### config.mk
export PLATFORM = sky130hd
export DESIGN_NAME = rrt_timer
export DESIGN_NICKNAME = d
export VERILOG_FILES = /design/src/hw/rrt_pkg.sv /design/src/hw/rrt_cnt_if.sv /design/src/hw/rrt_divider.sv /design/src/hw/rrt_timer.sv
export VERILOG_INCLUDE_DIRS = /design/src /design/src/hw
export SDC_FILE = /design/constraint.sdc
export NUM_CORES = 1
export LEC_CHECK = 0
export BUFFER_PORTS_ARGS = -buffer_cell sky130_fd_sc_hd__clkbuf_2
export CORE_MARGIN = 2
export CORE_UTILIZATION = 46
export CTS_CLUSTER_DIAMETER = 120
export CTS_CLUSTER_SIZE = 25
export DETAILED_ROUTE_END_ITERATION = 12
export GPL_TIMING_DRIVEN = 0
export HOLD_SLACK_MARGIN = 0.03
export PLACE_DENSITY = 0.79
export SYNTH_ARGS = -nofsm -noshare
export SYNTH_HDL_FRONTEND = slang
export SYNTH_HIERARCHICAL = 1
export SYNTH_SLANG_ARGS = --single-unit
### constraint.sdc
create_clock -name hclk -period 4.4 [get_ports hclk]
set_clock_uncertainty 0.05 [all_clocks]
set_input_delay 0.44 -clock hclk [delete_from_list [all_inputs] [get_ports hclk]]
set_output_delay 0.44 -clock hclk [all_outputs]
set_load 0.02 [all_outputs]
### src/hw/rrt_consts.svh
`ifndef RRT_CONSTS_SVH
`define RRT_CONSTS_SVH

// register byte offsets
`define RRT_CTRL_OFFSET 8'h00
`define RRT_STATUS_OFFSET 8'h04

// control field positions
`define RRT_CTRL_ENABLE_BIT 0
`define RRT_CTRL_SRC_BIT 1
`define RRT_CTRL_RATE_LSB 4
`define RRT_CTRL_RATE_MSB 7
`define RRT_CTRL_RESET 32'h0000_0001

// status field positions
`define RRT_STAT_REQ_BIT 0
`define RRT_STAT_MAND_BIT 1
`define RRT_STAT_RATE_LSB 8
`define RRT_STAT_RATE_MSB 11
`define RRT_STAT_CNT_LSB 16
`define RRT_STAT_CNT_MSB 25

// mandatory warning lead, in clocks before the next request
`define RRT_MAND_LEAD 10'h014

// divisors per rate-select code
`define RRT_DIV_0 10'h04D
`define RRT_DIV_1 10'h05C
`define RRT_DIV_2 10'h074
`define RRT_DIV_3 10'h07C
`define RRT_DIV_4 10'h09B
`define RRT_DIV_5 10'h0AB
`define RRT_DIV_6 10'h0BA
`define RRT_DIV_7 10'h0C2
`define RRT_DIV_8 10'h0E9
`define RRT_DIV_9 10'h0F8
`define RRT_DIV_A 10'h118
`define RRT_DIV_B 10'h136
`define RRT_DIV_C 10'h175
`define RRT_DIV_D 10'h185
`define RRT_DIV_E 10'h1FF
`define RRT_DIV_F 10'h271

`endif

### src/hw/rrt_pkg.sv
package rrt_pkg;
  typedef logic [3:0] rrt_rate_t;
  typedef logic [9:0] rrt_count_t;
endpackage

### src/hw/rrt_cnt_if.sv
`timescale 1ns/1ns
// link between the request logic and the period divider
interface rrt_cnt_if;
  logic clear;
  logic enable;
  rrt_pkg::rrt_rate_t rate;
  rrt_pkg::rrt_count_t count;
  logic period_end;
  logic mand_point;
  modport ctrl (output clear, output enable, output rate,
                input count, input period_end, input mand_point);
  modport div (input clear, input enable, input rate,
               output count, output period_end, output mand_point);
endinterface

### src/hw/rrt_divider.sv
`timescale 1ns/1ns
`include "rrt_consts.svh"
module rrt_divider (
  input wire logic hclk,
  input wire logic hresetn,
  rrt_cnt_if.div cnt
);
  // ==========================================
  // divisor lookup
  rrt_pkg::rrt_count_t divisor;
  rrt_pkg::rrt_count_t count_reg;
  rrt_pkg::rrt_count_t count_next;

  always_comb begin
    case (cnt.rate)
      4'h0: divisor = `RRT_DIV_0;
      4'h1: divisor = `RRT_DIV_1;
      4'h2: divisor = `RRT_DIV_2;
      4'h3: divisor = `RRT_DIV_3;
      4'h4: divisor = `RRT_DIV_4;
      4'h5: divisor = `RRT_DIV_5;
      4'h6: divisor = `RRT_DIV_6;
      4'h7: divisor = `RRT_DIV_7;
      4'h8: divisor = `RRT_DIV_8;
      4'h9: divisor = `RRT_DIV_9;
      4'hA: divisor = `RRT_DIV_A;
      4'hB: divisor = `RRT_DIV_B;
      4'hC: divisor = `RRT_DIV_C;
      4'hD: divisor = `RRT_DIV_D;
      4'hE: divisor = `RRT_DIV_E;
      default: divisor = `RRT_DIV_F;
    endcase
  end

  // ==========================================
  // free-running period counter
  // continuous divide-by count
  always_comb begin
    count_next = count_reg;
    if (cnt.clear) begin
      count_next = 10'h000;
    end else if (cnt.enable) begin
      if (count_reg >= divisor - 10'h001) begin
        count_next = 10'h000;
      end else begin
        count_next = count_reg + 10'h001;
      end
    end
  end

  always_ff @(posedge hclk or negedge hresetn) begin
    if (!hresetn) begin
      count_reg <= 10'h000;
    end else begin
      count_reg <= count_next;
    end
  end

  // period end and mandatory check point
  assign cnt.count = count_reg;
  assign cnt.period_end = cnt.enable && !cnt.clear && (count_reg >= divisor - 10'h001);
  assign cnt.mand_point = cnt.enable && !cnt.clear &&
                          (count_reg == divisor - 10'h001 - `RRT_MAND_LEAD);
endmodule

### src/hw/rrt_timer.sv
`timescale 1ns/1ns
`include "rrt_consts.svh"
// Behaviour
// - an internal counter runs continuously and starts a new request period every divisor clocks.
// - four rate-select inputs pick one of sixteen divisors, e.g. 116, 233 and 625 clocks.
// - reaching the divisor raises the request, high on the true output and low on the inverted one.
// - the request stays active until an active level is seen on either completion input.
// - a request still active 20 clocks before the next one raises the mandatory refresh outputs.
// - a sampled active completion returns request and mandatory outputs inactive on the next edge, except that a period end in the same cycle raises the request.
// - request and mandatory outputs come in both polarities and completion has two inputs.
// - a low timer reset clears the counter and holds request and mandatory outputs inactive for as long as it stays low.
module rrt_timer (
  input wire logic hclk,
  input wire logic hresetn,
  input wire logic hsel,
  input wire logic [31:0] haddr,
  input wire logic [1:0] htrans,
  input wire logic hwrite,
  input wire logic [2:0] hsize,
  input wire logic [31:0] hwdata,
  input wire logic hready,
  output logic [31:0] hrdata,
  output logic hreadyout,
  output logic hresp,
  input wire logic [3:0] rate_select,
  input wire logic refresh_complete,
  input wire logic refresh_complete_n,
  input wire logic timer_reset_n,
  output logic refresh_request,
  output logic refresh_request_n,
  output logic mandatory_refresh,
  output logic mandatory_refresh_n
);
  // ==========================================
  // pin synchronisers
  logic [3:0] rate_meta;
  logic [3:0] rate_sync;
  logic [2:0] pin_meta;
  logic [2:0] pin_sync;
  logic [3:0] rate_meta_next;
  logic [3:0] rate_sync_next;
  logic [2:0] pin_meta_next;
  logic [2:0] pin_sync_next;

  // next values of the two sampling stages
  always_comb begin
    rate_meta_next = rate_select;
    rate_sync_next = rate_meta;
    pin_meta_next = {timer_reset_n, refresh_complete_n, refresh_complete};
    pin_sync_next = pin_meta;
  end

  always_ff @(posedge hclk or negedge hresetn) begin
    if (!hresetn) begin
      rate_meta <= 4'h0;
      rate_sync <= 4'h0;
      // idle levels: timer reset and active-low completion high
      pin_meta <= 3'h6;
      pin_sync <= 3'h6;
    end else begin
      rate_meta <= rate_meta_next;
      rate_sync <= rate_sync_next;
      pin_meta <= pin_meta_next;
      pin_sync <= pin_sync_next;
    end
  end

  logic complete_seen;
  logic timer_clear;
  // a completion held on a pin keeps clearing the flags until released
  // either input may signal completion
  assign complete_seen = pin_sync[0] || !pin_sync[1];
  assign timer_clear = !pin_sync[2];

  // ==========================================
  // bus slave
  logic [31:0] ctrl_reg;
  logic [31:0] ctrl_next;
  logic wr_pend_reg;
  logic wr_pend_next;
  logic [7:0] wr_addr_reg;
  logic [7:0] wr_addr_next;
  logic [31:0] rdata_reg;
  logic [31:0] rdata_next;
  logic [31:0] status_word;
  logic req_reg;
  logic req_next;
  logic mand_reg;
  logic mand_next;
  rrt_pkg::rrt_rate_t rate_used;
  logic addr_phase;
  logic read_taken;
  logic ctrl_write;

  // link to the period divider
  rrt_cnt_if cnt ();

  // transfer taken, and its kind
  assign addr_phase = hsel && htrans[1] && hready;
  assign read_taken = addr_phase && !hwrite;
  assign ctrl_write = wr_pend_reg && (wr_addr_reg == `RRT_CTRL_OFFSET);
  // register code overrides the pins when src is set
  assign rate_used = ctrl_reg[`RRT_CTRL_SRC_BIT] ? ctrl_reg[`RRT_CTRL_RATE_MSB:`RRT_CTRL_RATE_LSB]
                                                  : rate_sync;

  // status word assembly
  always_comb begin
    status_word = 32'h0000_0000;
    status_word[`RRT_STAT_REQ_BIT] = req_reg;
    status_word[`RRT_STAT_MAND_BIT] = mand_reg;
    status_word[`RRT_STAT_RATE_MSB:`RRT_STAT_RATE_LSB] = rate_used;
    status_word[`RRT_STAT_CNT_MSB:`RRT_STAT_CNT_LSB] = cnt.count;
  end

  // address capture, write in data phase, read data registered
  always_comb begin
    wr_pend_next = addr_phase && hwrite;
    wr_addr_next = addr_phase ? haddr[7:0] : wr_addr_reg;
    rdata_next = rdata_reg;
    ctrl_next = ctrl_reg;
    if (read_taken) begin
      case (haddr[7:0])
        `RRT_CTRL_OFFSET: rdata_next = ctrl_reg;
        `RRT_STATUS_OFFSET: rdata_next = status_word;
        default: rdata_next = 32'h0000_0000;
      endcase
    end
    if (ctrl_write) begin
      ctrl_next = 32'h0000_0000;
      ctrl_next[`RRT_CTRL_ENABLE_BIT] = hwdata[`RRT_CTRL_ENABLE_BIT];
      ctrl_next[`RRT_CTRL_SRC_BIT] = hwdata[`RRT_CTRL_SRC_BIT];
      ctrl_next[`RRT_CTRL_RATE_MSB:`RRT_CTRL_RATE_LSB] =
        hwdata[`RRT_CTRL_RATE_MSB:`RRT_CTRL_RATE_LSB];
    end
  end

  // bus registers
  always_ff @(posedge hclk or negedge hresetn) begin
    if (!hresetn) begin
      ctrl_reg <= `RRT_CTRL_RESET;
      wr_pend_reg <= 1'b0;
      wr_addr_reg <= 8'h00;
      rdata_reg <= 32'h0000_0000;
      hreadyout <= 1'b0;
      hresp <= 1'b0;
    end else begin
      ctrl_reg <= ctrl_next;
      wr_pend_reg <= wr_pend_next;
      wr_addr_reg <= wr_addr_next;
      rdata_reg <= rdata_next;
      // zero wait states from the first edge after reset
      hreadyout <= 1'b1;
      hresp <= 1'b0;
    end
  end

  assign hrdata = rdata_reg;

  // ==========================================
  // period divider
  // timer reset clears counter
  assign cnt.clear = timer_clear;
  assign cnt.enable = ctrl_reg[`RRT_CTRL_ENABLE_BIT];
  assign cnt.rate = rate_used;

  rrt_divider u_div (
    .hclk(hclk),
    .hresetn(hresetn),
    .cnt(cnt.div)
  );

  // ==========================================
  // request and mandatory flags
  always_comb begin
    req_next = req_reg;
    mand_next = mand_reg;
    if (timer_clear) begin
      req_next = 1'b0;
      mand_next = 1'b0;
    end else begin
      if (complete_seen) begin
        req_next = 1'b0;
        mand_next = 1'b0;
      end
      // a period end in the same cycle wins over the completion
      // request held until completion
      if (cnt.period_end) begin
        req_next = 1'b1;
      end
      if (cnt.mand_point && req_reg && !complete_seen) begin
        mand_next = 1'b1;
      end
    end
  end

  always_ff @(posedge hclk or negedge hresetn) begin
    if (!hresetn) begin
      req_reg <= 1'b0;
      mand_reg <= 1'b0;
      refresh_request <= 1'b0;
      refresh_request_n <= 1'b1;
      mandatory_refresh <= 1'b0;
      mandatory_refresh_n <= 1'b1;
    end else begin
      req_reg <= req_next;
      mand_reg <= mand_next;
      refresh_request <= req_next;
      refresh_request_n <= !req_next;
      mandatory_refresh <= mand_next;
      mandatory_refresh_n <= !mand_next;
    end
  end
endmodule

# Word-level counts from Yosys, hierarchy flattened
# Memory sizes are Yosys's and may differ from the RTL's.
# Cells that the tools add are included.
# totals
regBits,76
output_inout_bits,38
latchBits,0
mem_count,1
rom_bits,160
mem_bits_rw,0
# op_classes
n_mux,11
mul,0
n_reduce_logical,18
add_sub_neg,3
n_bitwise,0
order_cmp,1
div,0
n_shift,0
eq_ne,3
# memory_table
memory,depth,word_bits,read_ports,rd_clocked_by_memory_dff,write_ports,line,rtl
(name not given),16,10,1,0,0,rrt_divider.sv:15,case (cnt.rate)
# op_table
op,count
case mux 26 bit (2 select lines),1
2-to-1 mux 10 bit,3
logical NOT 8 bit,2
adder 10 x 1 -> 10 bit (second input constant),1
== test 10 bit,1
>= comparator 10 bit,1
logical AND 1 bit,10
subtractor 10 x 1 -> 10 bit (second input constant),1
subtractor 10 x 5 -> 10 bit (second input constant),1
== test 8 x 3 -> 1 bit (second input constant),1
2-to-1 mux 1 bit,6
logical NOT 1 bit,5
2-to-1 mux 4 bit,1
!= test 2 x 1 -> 1 bit (second input constant),1
logical OR 1 bit,1

# Longest topological paths before layout
# Gate-level depths: netlist of run 1.
# An unclocked memory read counts as a cell.
# depth
depth_word,11
depth_mapped,21
ltp_nobuf,19

# Modules after synthesis
# Netlist of run 1, hierarchy kept.
# by_module_without_submodules
mod,seq_area_each_um2,cells_per_inst,area_per_inst_um2,n_inst
rrt_timer,1360.1,171,2139.6,1
rrt_divider,250.2,174,1401.3,1

# Worst setup path before layout of run 1
# OpenSTA, ideal clock, no wires.
# synth_timing
path_kind,flip-flop to flip-flop
from,reg ctrl_reg[1]
to,reg mand_reg
required_ns,4.284
stages_incl_launch_ff,19
synth_period_minus_slack_ns,4.452
setup_time_ns,0.066
path_slack_ns,-0.052
arrival_time_ns,4.336
cell_sequence,dfrtp_1 > clkbuf_1 > mux2i_1 > inv_1 > ha_1 > and2_1 > o22ai_1 > ha_1 > o221ai_1 > nor4_1 > xnor2_1 > o211ai_1 > or2_2 > o211ai_1 > o211ai_1 > a221oi_1 > a21oi_1 > or4b_2 > inv_1
# synth_via
elab_chain_cells,10
# synth_rtl
item,line,rtl
from (decl),rrt_timer.sv:77,logic [31:0] ctrl_reg;
from (signal assigned),rrt_timer.sv:140,ctrl_reg <= `RRT_CTRL_RESET;
from (signal assigned),rrt_timer.sv:147,ctrl_reg <= ctrl_next;
2-to-1 mux 4 bit,rrt_timer.sv:103,assign rate_used = ctrl_reg[`RRT_CTRL_SRC_BIT] ? ctrl_reg[`RRT_CTRL_RATE_MSB:`RRT_CTRL_RATE_LSB]
net cnt.rate[1],rrt_cnt_if.sv:6,rrt_pkg::rrt_rate_t rate;
memory read (16 x 10 bit),-,
subtractor 10 x 1 -> 10 bit,rrt_divider.sv:63,(count_reg == divisor - 10'h001 - `RRT_MAND_LEAD);
subtractor 10 x 5 -> 10 bit (no source line),-,
== test 10 bit (no source line),-,
logical AND 1 bit,rrt_divider.sv:62,assign cnt.mand_point = cnt.enable && !cnt.clear &&
net cnt.mand_point,rrt_cnt_if.sv:9,logic mand_point;
logical AND 1 bit (2 in a row),rrt_timer.sv:190,if (cnt.mand_point && req_reg && !complete_seen) begin
2-to-1 mux 1 bit,rrt_timer.sv:190,
2-to-1 mux 1 bit,rrt_timer.sv:177,if (timer_clear) begin
net mand_next,rrt_timer.sv:89,logic mand_next;
to (signal assigned),rrt_timer.sv:206,mand_reg <= mand_next;
to (decl),rrt_timer.sv:88,logic mand_reg;
# The timed path passes the listed nets, and every way through them passes these cells.
# A chain may end at the register's enable or synchronous reset.

# Final worst setup path of run 1
# Ends and elaborated chain as after synthesis.

==> run summary, run 1 <==
CTS H-tree depth = 3
die area = 8415 um^2
I/O Buffers = 50
cells after synthesis = 345
Net Sw Power = 494.5 uW
final setup vio count = 0
family with the most delay on the worst path = simple AND/OR/NAND/NOR gates
Syn. warnings = 6
pwr/cell area = 386.2 nW/um^2
CTS Buffer Depth = 2
final worst slack = 151.3 ps
Netlist Area Pre-Place = 3541 um^2
dpl ws = -779.2 ps
drt pass-1 iters = 4
Max Fclk = 235.4 MHz
total core area = 7370 um^2
Avg Cell Area, Syn = 10.26 um^2
register area share after synthesis = 45.48%
CP max-delay cell = mux4_2
Crit Path Max Fanout = 7
drt wl/cell = 15.08 um
P&R area growth vs syn = 25.37%
Worst Max-Slew Pin Slew = 831.8 ps
fin nets = 530
initial core utilization = 48.05%
GRT Overall Usage = 20.26%
largest net degree at the start of global routing = 65
final hold vios = 0
clock slew at reported path FFs = 70 ps
max reg flops = 20
post-synth top area cell = dfrtp_1
first-pass GRT wire length = 13.52 mm
FILL cells = 607
CP Buf/Inv Count = 4
grt ovf = 0
Leakage = 2.071 nW
drt via density = 5.134
Iter 0 DRT Violations = 155
Max Slew Vio Count = 0
grt met3 use = 5.094%
Cell variety after synth = 57
Die Ht = 91.74 um
Diodes inserted = 0
maximum vdd drop = 0.0002802 V
critical-path cell list = mux2i_4 > clkinv_4 > inv_2 > ha_1 > mux4_2 > nor4_4 > buf_4 > nor3_1 > a311oi_4 > xor2_1 > or3_1 > a221oi_2 > a21oi_1 > or4b_4 > inv_1
Final ANT Viol Nets = 0
global route hottest layer = met2
via count = 2752
dpl hpwl = 5.611 mm
FP Rows = 31
Startpoint Class = flop
die width = 91.74 um
TritonCTS Sinks = 64
WP data required = 4630 ps
internal power = 1.220 mW
Skew-Pair Late Insertion Delay = 340 ps
CTS Buf Count = 9
kind of end point of the critical path = flop
switch share = 28.84%
kind of critical path = reg -> reg
combinational group share of total power = 25.4%
critical path's largest stage delay = 540 ps
Relative slew margins = 44.54%
Synth Flop Type = dfrtp_1
drt total wl = 8.083 mm
Clk network pwr share = 36.0%
vias in the first global route = 2804
max cap viols = 0
Post-CTS Hold Buffers = 0
Synth top area share = 40.28%
layout cells sized above 1 = 38.67%
routability cong. = 0.8420
CTS tree = built
#FFs+latches synth = 64
asr flop ratio synth = 100.0%
drc violations = 0
Finished Core Util = 60.24%
RSZ-0062 raised after global routing = yes
# IOs = 119
Post-synth EDFFs = 0
clk root buf = clkbuf_8
initial antenna violation count = 0
met2 capacity usage during global routing = 35.05%
status = completed
met1 usage = 25.43%
final worst path period share = 96.56%
register share of total power = 38.6%
largest cells by area after synthesis = dfrtp_1 40%, ha_1 6.0%, dfstp_2 5.2%
CP arrival = 4480 ps
Min Clock Period, post-route = 4249 ps
hold crit path type = in -> reg
-- cell type report --
class	count	area [um^2]	share of cell area [%]
plain buffers	23	160.2	3.608
clock buffers	11	141.4	3.185
clock inverters	5	103.9	2.339
inverters	26	105.1	2.368
multi-input cells	243	1828	41.18
flip-flops and latches	64	1612	36.30
well taps	99	123.9	2.790
repair buffers	65	365.4	8.230
-- power groups by stage --
| stage | clock, mW | sequential, mW | combinational (mW) |
|---|---|---|---|
| 2_1_floorplan | 0 | 0.656 | 0.285 |
| 3_3_place_gp | 0 | 0.662 | 0.357 |
| 3_5_place_dp | 0 | 0.664 | 0.369 |
| 4_1_cts | 0.623 | 0.660 | 0.410 |
| 5_1_grt | 0.651 | 0.665 | 0.483 |
| 6_report | 0.618 | 0.661 | 0.436 |
-- routing by layer --
layer,vias to the layer above,share of wire [%]
met5,-,0
met4,0,1.4
met3,12,4.7
met2,78,51
met1,1321,43
li1,1341,-
-- final timing paths --
path	slack, ps	endpoint	startpoint	cells past startpoint
max in group asynchronous	3530	ctrl_reg[1]	hresetn	1
hold / removal	130	pin_meta[2]	timer_reset_n	1
hold reg to reg	300	rate_sync[0]	rate_meta[0]	0
setup reg to reg	150	mand_reg	ctrl_reg[1]	15
min in group asynchronous	180	u_div/cnt.count[1]	hresetn	1
setup / recovery	150	mand_reg	ctrl_reg[1]	15
-- layout by cell type, fill, tap and decap left out, drive strengths merged, types with 2 or more instances in the layout --
master / Yosys / final
clkbuf: 5 / 65
dfrtp: 57 / 57
nand2: 37 / 37
buf: 19 / 34
o21ai: 31 / 31
inv: 26 / 25
ha: 17 / 17
mux2: 16 / 16
nor2: 16 / 16
conb: 2 / 14
a21oi: 11 / 11
nand2b: 9 / 9
xnor2: 9 / 9
nand3: 7 / 7
dfstp: 7 / 7
o211ai: 7 / 7
nor2b: 6 / 6
mux2i: 6 / 6
xor2: 5 / 5
nor3: 3 / 3
bufinv: 0 / 3
and2: 3 / 3
o22ai: 3 / 3
a22oi: 3 / 3
and3: 3 / 3
clkinv: 0 / 3
nor4: 3 / 3
nand4bb: 2 / 2
or3b: 2 / 2
nand4: 2 / 2
or3: 2 / 2
a31oi: 2 / 2
a22o: 2 / 2
or4b: 2 / 2
nand4b: 2 / 2
or2: 2 / 2
maj3: 2 / 2
-- cell usage after synthesis (2+ instances only) --
master	n
nor2_1	16
nand2_1	37
a21oi_2	3
dfstp_2	7
o22ai_1	3
o21ai_2	11
nand3_1	7
buf_4	15
and3_1	3
buf_2	2
ha_1	17
or3_1	2
nand4_1	2
nand2b_1	9
nor3_1	3
or3b_2	2
o21ai_0	20
xor2_1	5
clkbuf_1	5
and2_1	3
nor4_2	2
xnor2_1	9
or2_2	2
nor2b_1	6
nand4bb_1	2
a21oi_1	8
dfrtp_1	57
mux2_2	16
buf_6	2
a31oi_1	2
a22oi_1	3
conb_1	2
mux2i_1	6
inv_1	26
a22o_1	2
o211ai_1	7
-- through the flow --
step / hold slack [ps] / area [um^2] / power, mW / instances / setup TNS (ps)
2_1_floorplan: 94.41 / 3592 / 0.9408 / 357 / 0
3_3_place_gp: 284.1 / 3966 / 1.019 / 506 / -4843
5_1_grt: 112.4 / 4439 / 1.798 / 536 / -120.0
4_1_cts: 114.4 / 4350 / 1.693 / 527 / 0
3_5_place_dp: 287.9 / 3969 / 1.033 / 506 / -6433
6_report: 125.7 / 4439 / 1.715 / 536 / 0
-- timing repair --
item	CTS	global route
resized for setup	20	13
pin swaps	5	11
cloned	0	1
setup endpoints to repair	14	13
setup buffers	6	8
-- kinds of logic after synthesis --
| family | count (synthesis) | share of synthesized area, % |
|---|---|---|
| adder cells (fa/ha/maj) | 19 | 6.608 |
| AO/OA/AOI/OAI | 67 | 13.25 |
| flip-flops | 64 | 45.48 |
| XOR/XNOR | 14 | 3.463 |
| buffers and inverters | 50 | 7.385 |
| AND/OR/NAND/NOR | 106 | 16.18 |
| other | 2 | 0.2121 |
| multiplexers | 23 | 7.420 |
Note: power is estimated with default switching activity, not from simulation.
==> inputs of run 2 (changes only) <==
--- a/config.mk
+++ b/config.mk
@@ -14,6 +14,7 @@
 export DETAILED_ROUTE_END_ITERATION = 12
 export GPL_TIMING_DRIVEN = 0
 export HOLD_SLACK_MARGIN = 0.03
+export MAX_ROUTING_LAYER = met4
 export PLACE_DENSITY = 0.79
 export SYNTH_ARGS = -nofsm -noshare
 export SYNTH_HDL_FRONTEND = slang
==> constraint.sdc (replaced) <==
create_clock -name hclk -period 4.4 [get_ports hclk]
set_clock_uncertainty 0.05 [all_clocks]
set_input_delay 0.88 -clock hclk [delete_from_list [all_inputs] [get_ports hclk]]
set_output_delay 0.88 -clock hclk [all_outputs]
set_load 0.02 [all_outputs]
==> run 2 against run 1 <==
Design area grew 5.9%. Sequential power about the same. Via count rose by 3.3%. Clock-buffer cell count decreased by 2. Combinational power grew 21%. Sequential cell count unchanged. Total power up 1.3%. Sequential share of layout area is 2.0 points lower. Largest power group unchanged.
==> run summary, run 2 (synthesis gave the netlist of run 1 again) <==
grt ovf = 0 (unchanged)
CP max-delay cell = dfrtp_2
via count = 2842 (+3.3%)
die area = 8415 um^2 (unchanged)
area of the multi-input gates = 1971 um^2 (+7.8%)
critical-path cell list = mux2i_4 > clkinv_4 > ha_4 > and2_4 > o22ai_4 > ha_4 > o221ai_4 > nor4_4 > xnor2_2 > buf_4 > o211ai_1 > or2_4 > o211ai_1 > o211ai_1 > a221oi_2 > a21oi_1 > or4b_4 > inv_2
CTS Buffer Depth = 2 (unchanged)
initial antenna violation count = 0 (unchanged)
WP data required = 4630 ps (about the same)
Diodes inserted = 0 (unchanged)
GRT Overall Usage = 20.32% (+0.058 points)
die width = 91.74 um (unchanged)
switch share = 30.65% (+1.8 points)
maximum vdd drop = 0.0002730 V (-2.6%)
storage element area = 1612 um^2 (unchanged)
combinational group share of total power = 30.3% (+4.9 points)
FILL cells = 573 (-5.6%)
drt total wl = 8.586 mm (+6.2%)
WHS = 299.8 ps (+174.0 ps)
routability cong. = 0.8880 (+5.5%)
I/O Buffers = 50 (unchanged)
kind of end point of the critical path = flop
clk root buf = clkbuf_8
Leakage = 2.160 nW (+4.3%)
Crit Path Max Fanout = 7 (unchanged)
internal power = 1.205 mW (-1.2%)
drt pass-1 iters = 4 (unchanged)
layout cells sized above 1 = 44.62% (+5.9 points)
dpl hpwl = 5.627 mm (+0.29%)
kind of critical path = reg -> reg
Iter 0 DRT Violations = 227 (+46%)
Max Slew Vio Count = 0 (unchanged)
Die Ht = 91.74 um (unchanged)
drt wl/cell = 15.50 um (+2.8%)
critical path's largest stage delay = 530 ps (about the same)
final setup vio count = 0 (unchanged)
largest net degree at the start of global routing = 65 (unchanged)
status = completed
CP Buf/Inv Count = 3 (-1)
family with the most delay on the worst path = simple AND/OR/NAND/NOR gates
Clk network pwr share = 31.7% (-4.3 points)
hold crit path type = reg -> reg
CTS H-tree depth = 3 (unchanged)
Net Sw Power = 532.5 uW (+7.7%)
drc violations = 0 (unchanged)
pwr/cell area = 369.6 nW/um^2 (-4.3%)
register share of total power = 38.0% (-0.6 points)
first-pass GRT wire length = 13.10 mm (-3.1%)
FP Rows = 31 (unchanged)
Final ANT Viol Nets = 0 (unchanged)
vias in the first global route = 2761 (-1.5%)
total power = 1.737 mW (+1.3%)
Min Clock Period, post-route = 4373 ps (+124.3 ps)
Worst Max-Slew Pin Slew = 855.0 ps (+23.14 ps)
P&R area growth vs syn = 32.76%
RSZ-0062 raised after global routing = yes
setup_tns = 0 ps (unchanged)
CTS tree = built
max reg flops = 20 (unchanged)
final worst path period share = 99.39% (+2.8 points)
Max Fclk = 228.7 MHz (-2.8%)
max cap viols = 0 (unchanged)
most frequent cells in the layout = 56 x dfrtp_1, 50 x clkbuf_2, 46 x buf_4
fin nets = 548 (+3.4%)
clock slew at reported path FFs = 70 ps (about the same)
drt via density = 5.130 (about the same)
final hold vios = 0 (unchanged)
most common cell after layout, fill and taps aside = dfrtp_1
total core area = 7370 um^2 (unchanged)
CP arrival = 4600 ps (+120 ps)
TritonCTS Sinks = 64 (unchanged)
# IOs = 119 (unchanged)
initial core utilization = 48.05% (unchanged)
CP most frequent cell = o211ai_1
Startpoint Class = flop
Skew-Pair Late Insertion Delay = 340 ps (about the same)
Relative slew margins = 43.00% (-1.5 points)
CTS Buf Count = 9 (unchanged)
run 2: final cells by class:
class,count,area share [%]
timing repair buffer,83,10.62
clock inverter,7,2.023
inverter,26,2.342
tap,99,2.635
buffer,23,3.540
multi-input combinational,243,41.92
clock buffer,9,2.635
sequential,64,34.28
run 2: path summary, 6_finish.rpt:
path,from,endpoint,slack [ps],cells past startpoint
min in group asynchronous,hresetn,hreadyout,620,1
setup / recovery,ctrl_reg[1],mand_reg,30,18
max in group asynchronous,hresetn,ctrl_reg[1],3070,1
hold reg to reg,pin_meta[0],pin_sync[0],300,0
hold / removal,pin_meta[0],pin_sync[0],300,0
setup reg to reg,ctrl_reg[1],mand_reg,30,18
run 2: timing repair:
item                                    in CTS  in global routing
hold buffers                                 0                  0
endpoints found under the setup margin      14                 13
pin swaps                                    6                 14
buffers inserted                             6                 26
gates resized for setup                     22                 42
gates cloned                                 0                  1
run 2: stage by stage:
stage | area [um^2] | util [%] | std cells | setup WS, ps
after floorplan | 3592 | - | 357 | 5.388
after global placement | 3966 | 53.82 | 506 | -750.2
after detailed placement | 3969 | 53.85 | 506 | -799.6
after CTS | 4339 | 58.88 | 527 | 2.109
after global routing | 4701 | 63.79 | 554 | -119.6
final | 4701 | 63.79 | 554 | 26.93
run 2: power by group through the flow:
stage,Clock [mW],Combinational [mW],Sequential (mW)
2_1_floorplan,0,0.285,0.656
3_3_place_gp,0,0.359,0.662
3_5_place_dp,0,0.370,0.663
4_1_cts,0.563,0.417,0.658
5_1_grt,0.591,0.573,0.666
6_report,0.551,0.526,0.660
run 2: routing by layer:
layer / wire, um / global-route usage (%) / vias to the layer above / part of all wire (%)
li1: - / - / 1375 / -
met1: 3633 / 25.35 / 1380 / 42
met2: 4518 / 33.46 / 72 / 53
met3: 272 / 4.519 / 15 / 3.2
met4: 161 / 5.846 / 0 / 1.9
met5: 0 / - / - / 0
run 2: worst register-to-register path: stages, from the launching register on:
cell,delay (ps)
dfrtp_2,530
mux2i_4,330
clkinv_4,150
ha_4,210
and2_4,150
o22ai_4,120
ha_4,170
o221ai_4,120
nor4_4,380
xnor2_2,180
buf_4,150
o211ai_1,140
or2_4,280
o211ai_1,190
o211ai_1,150
a221oi_2,350
a21oi_1,120
or4b_4,500
inv_2,60
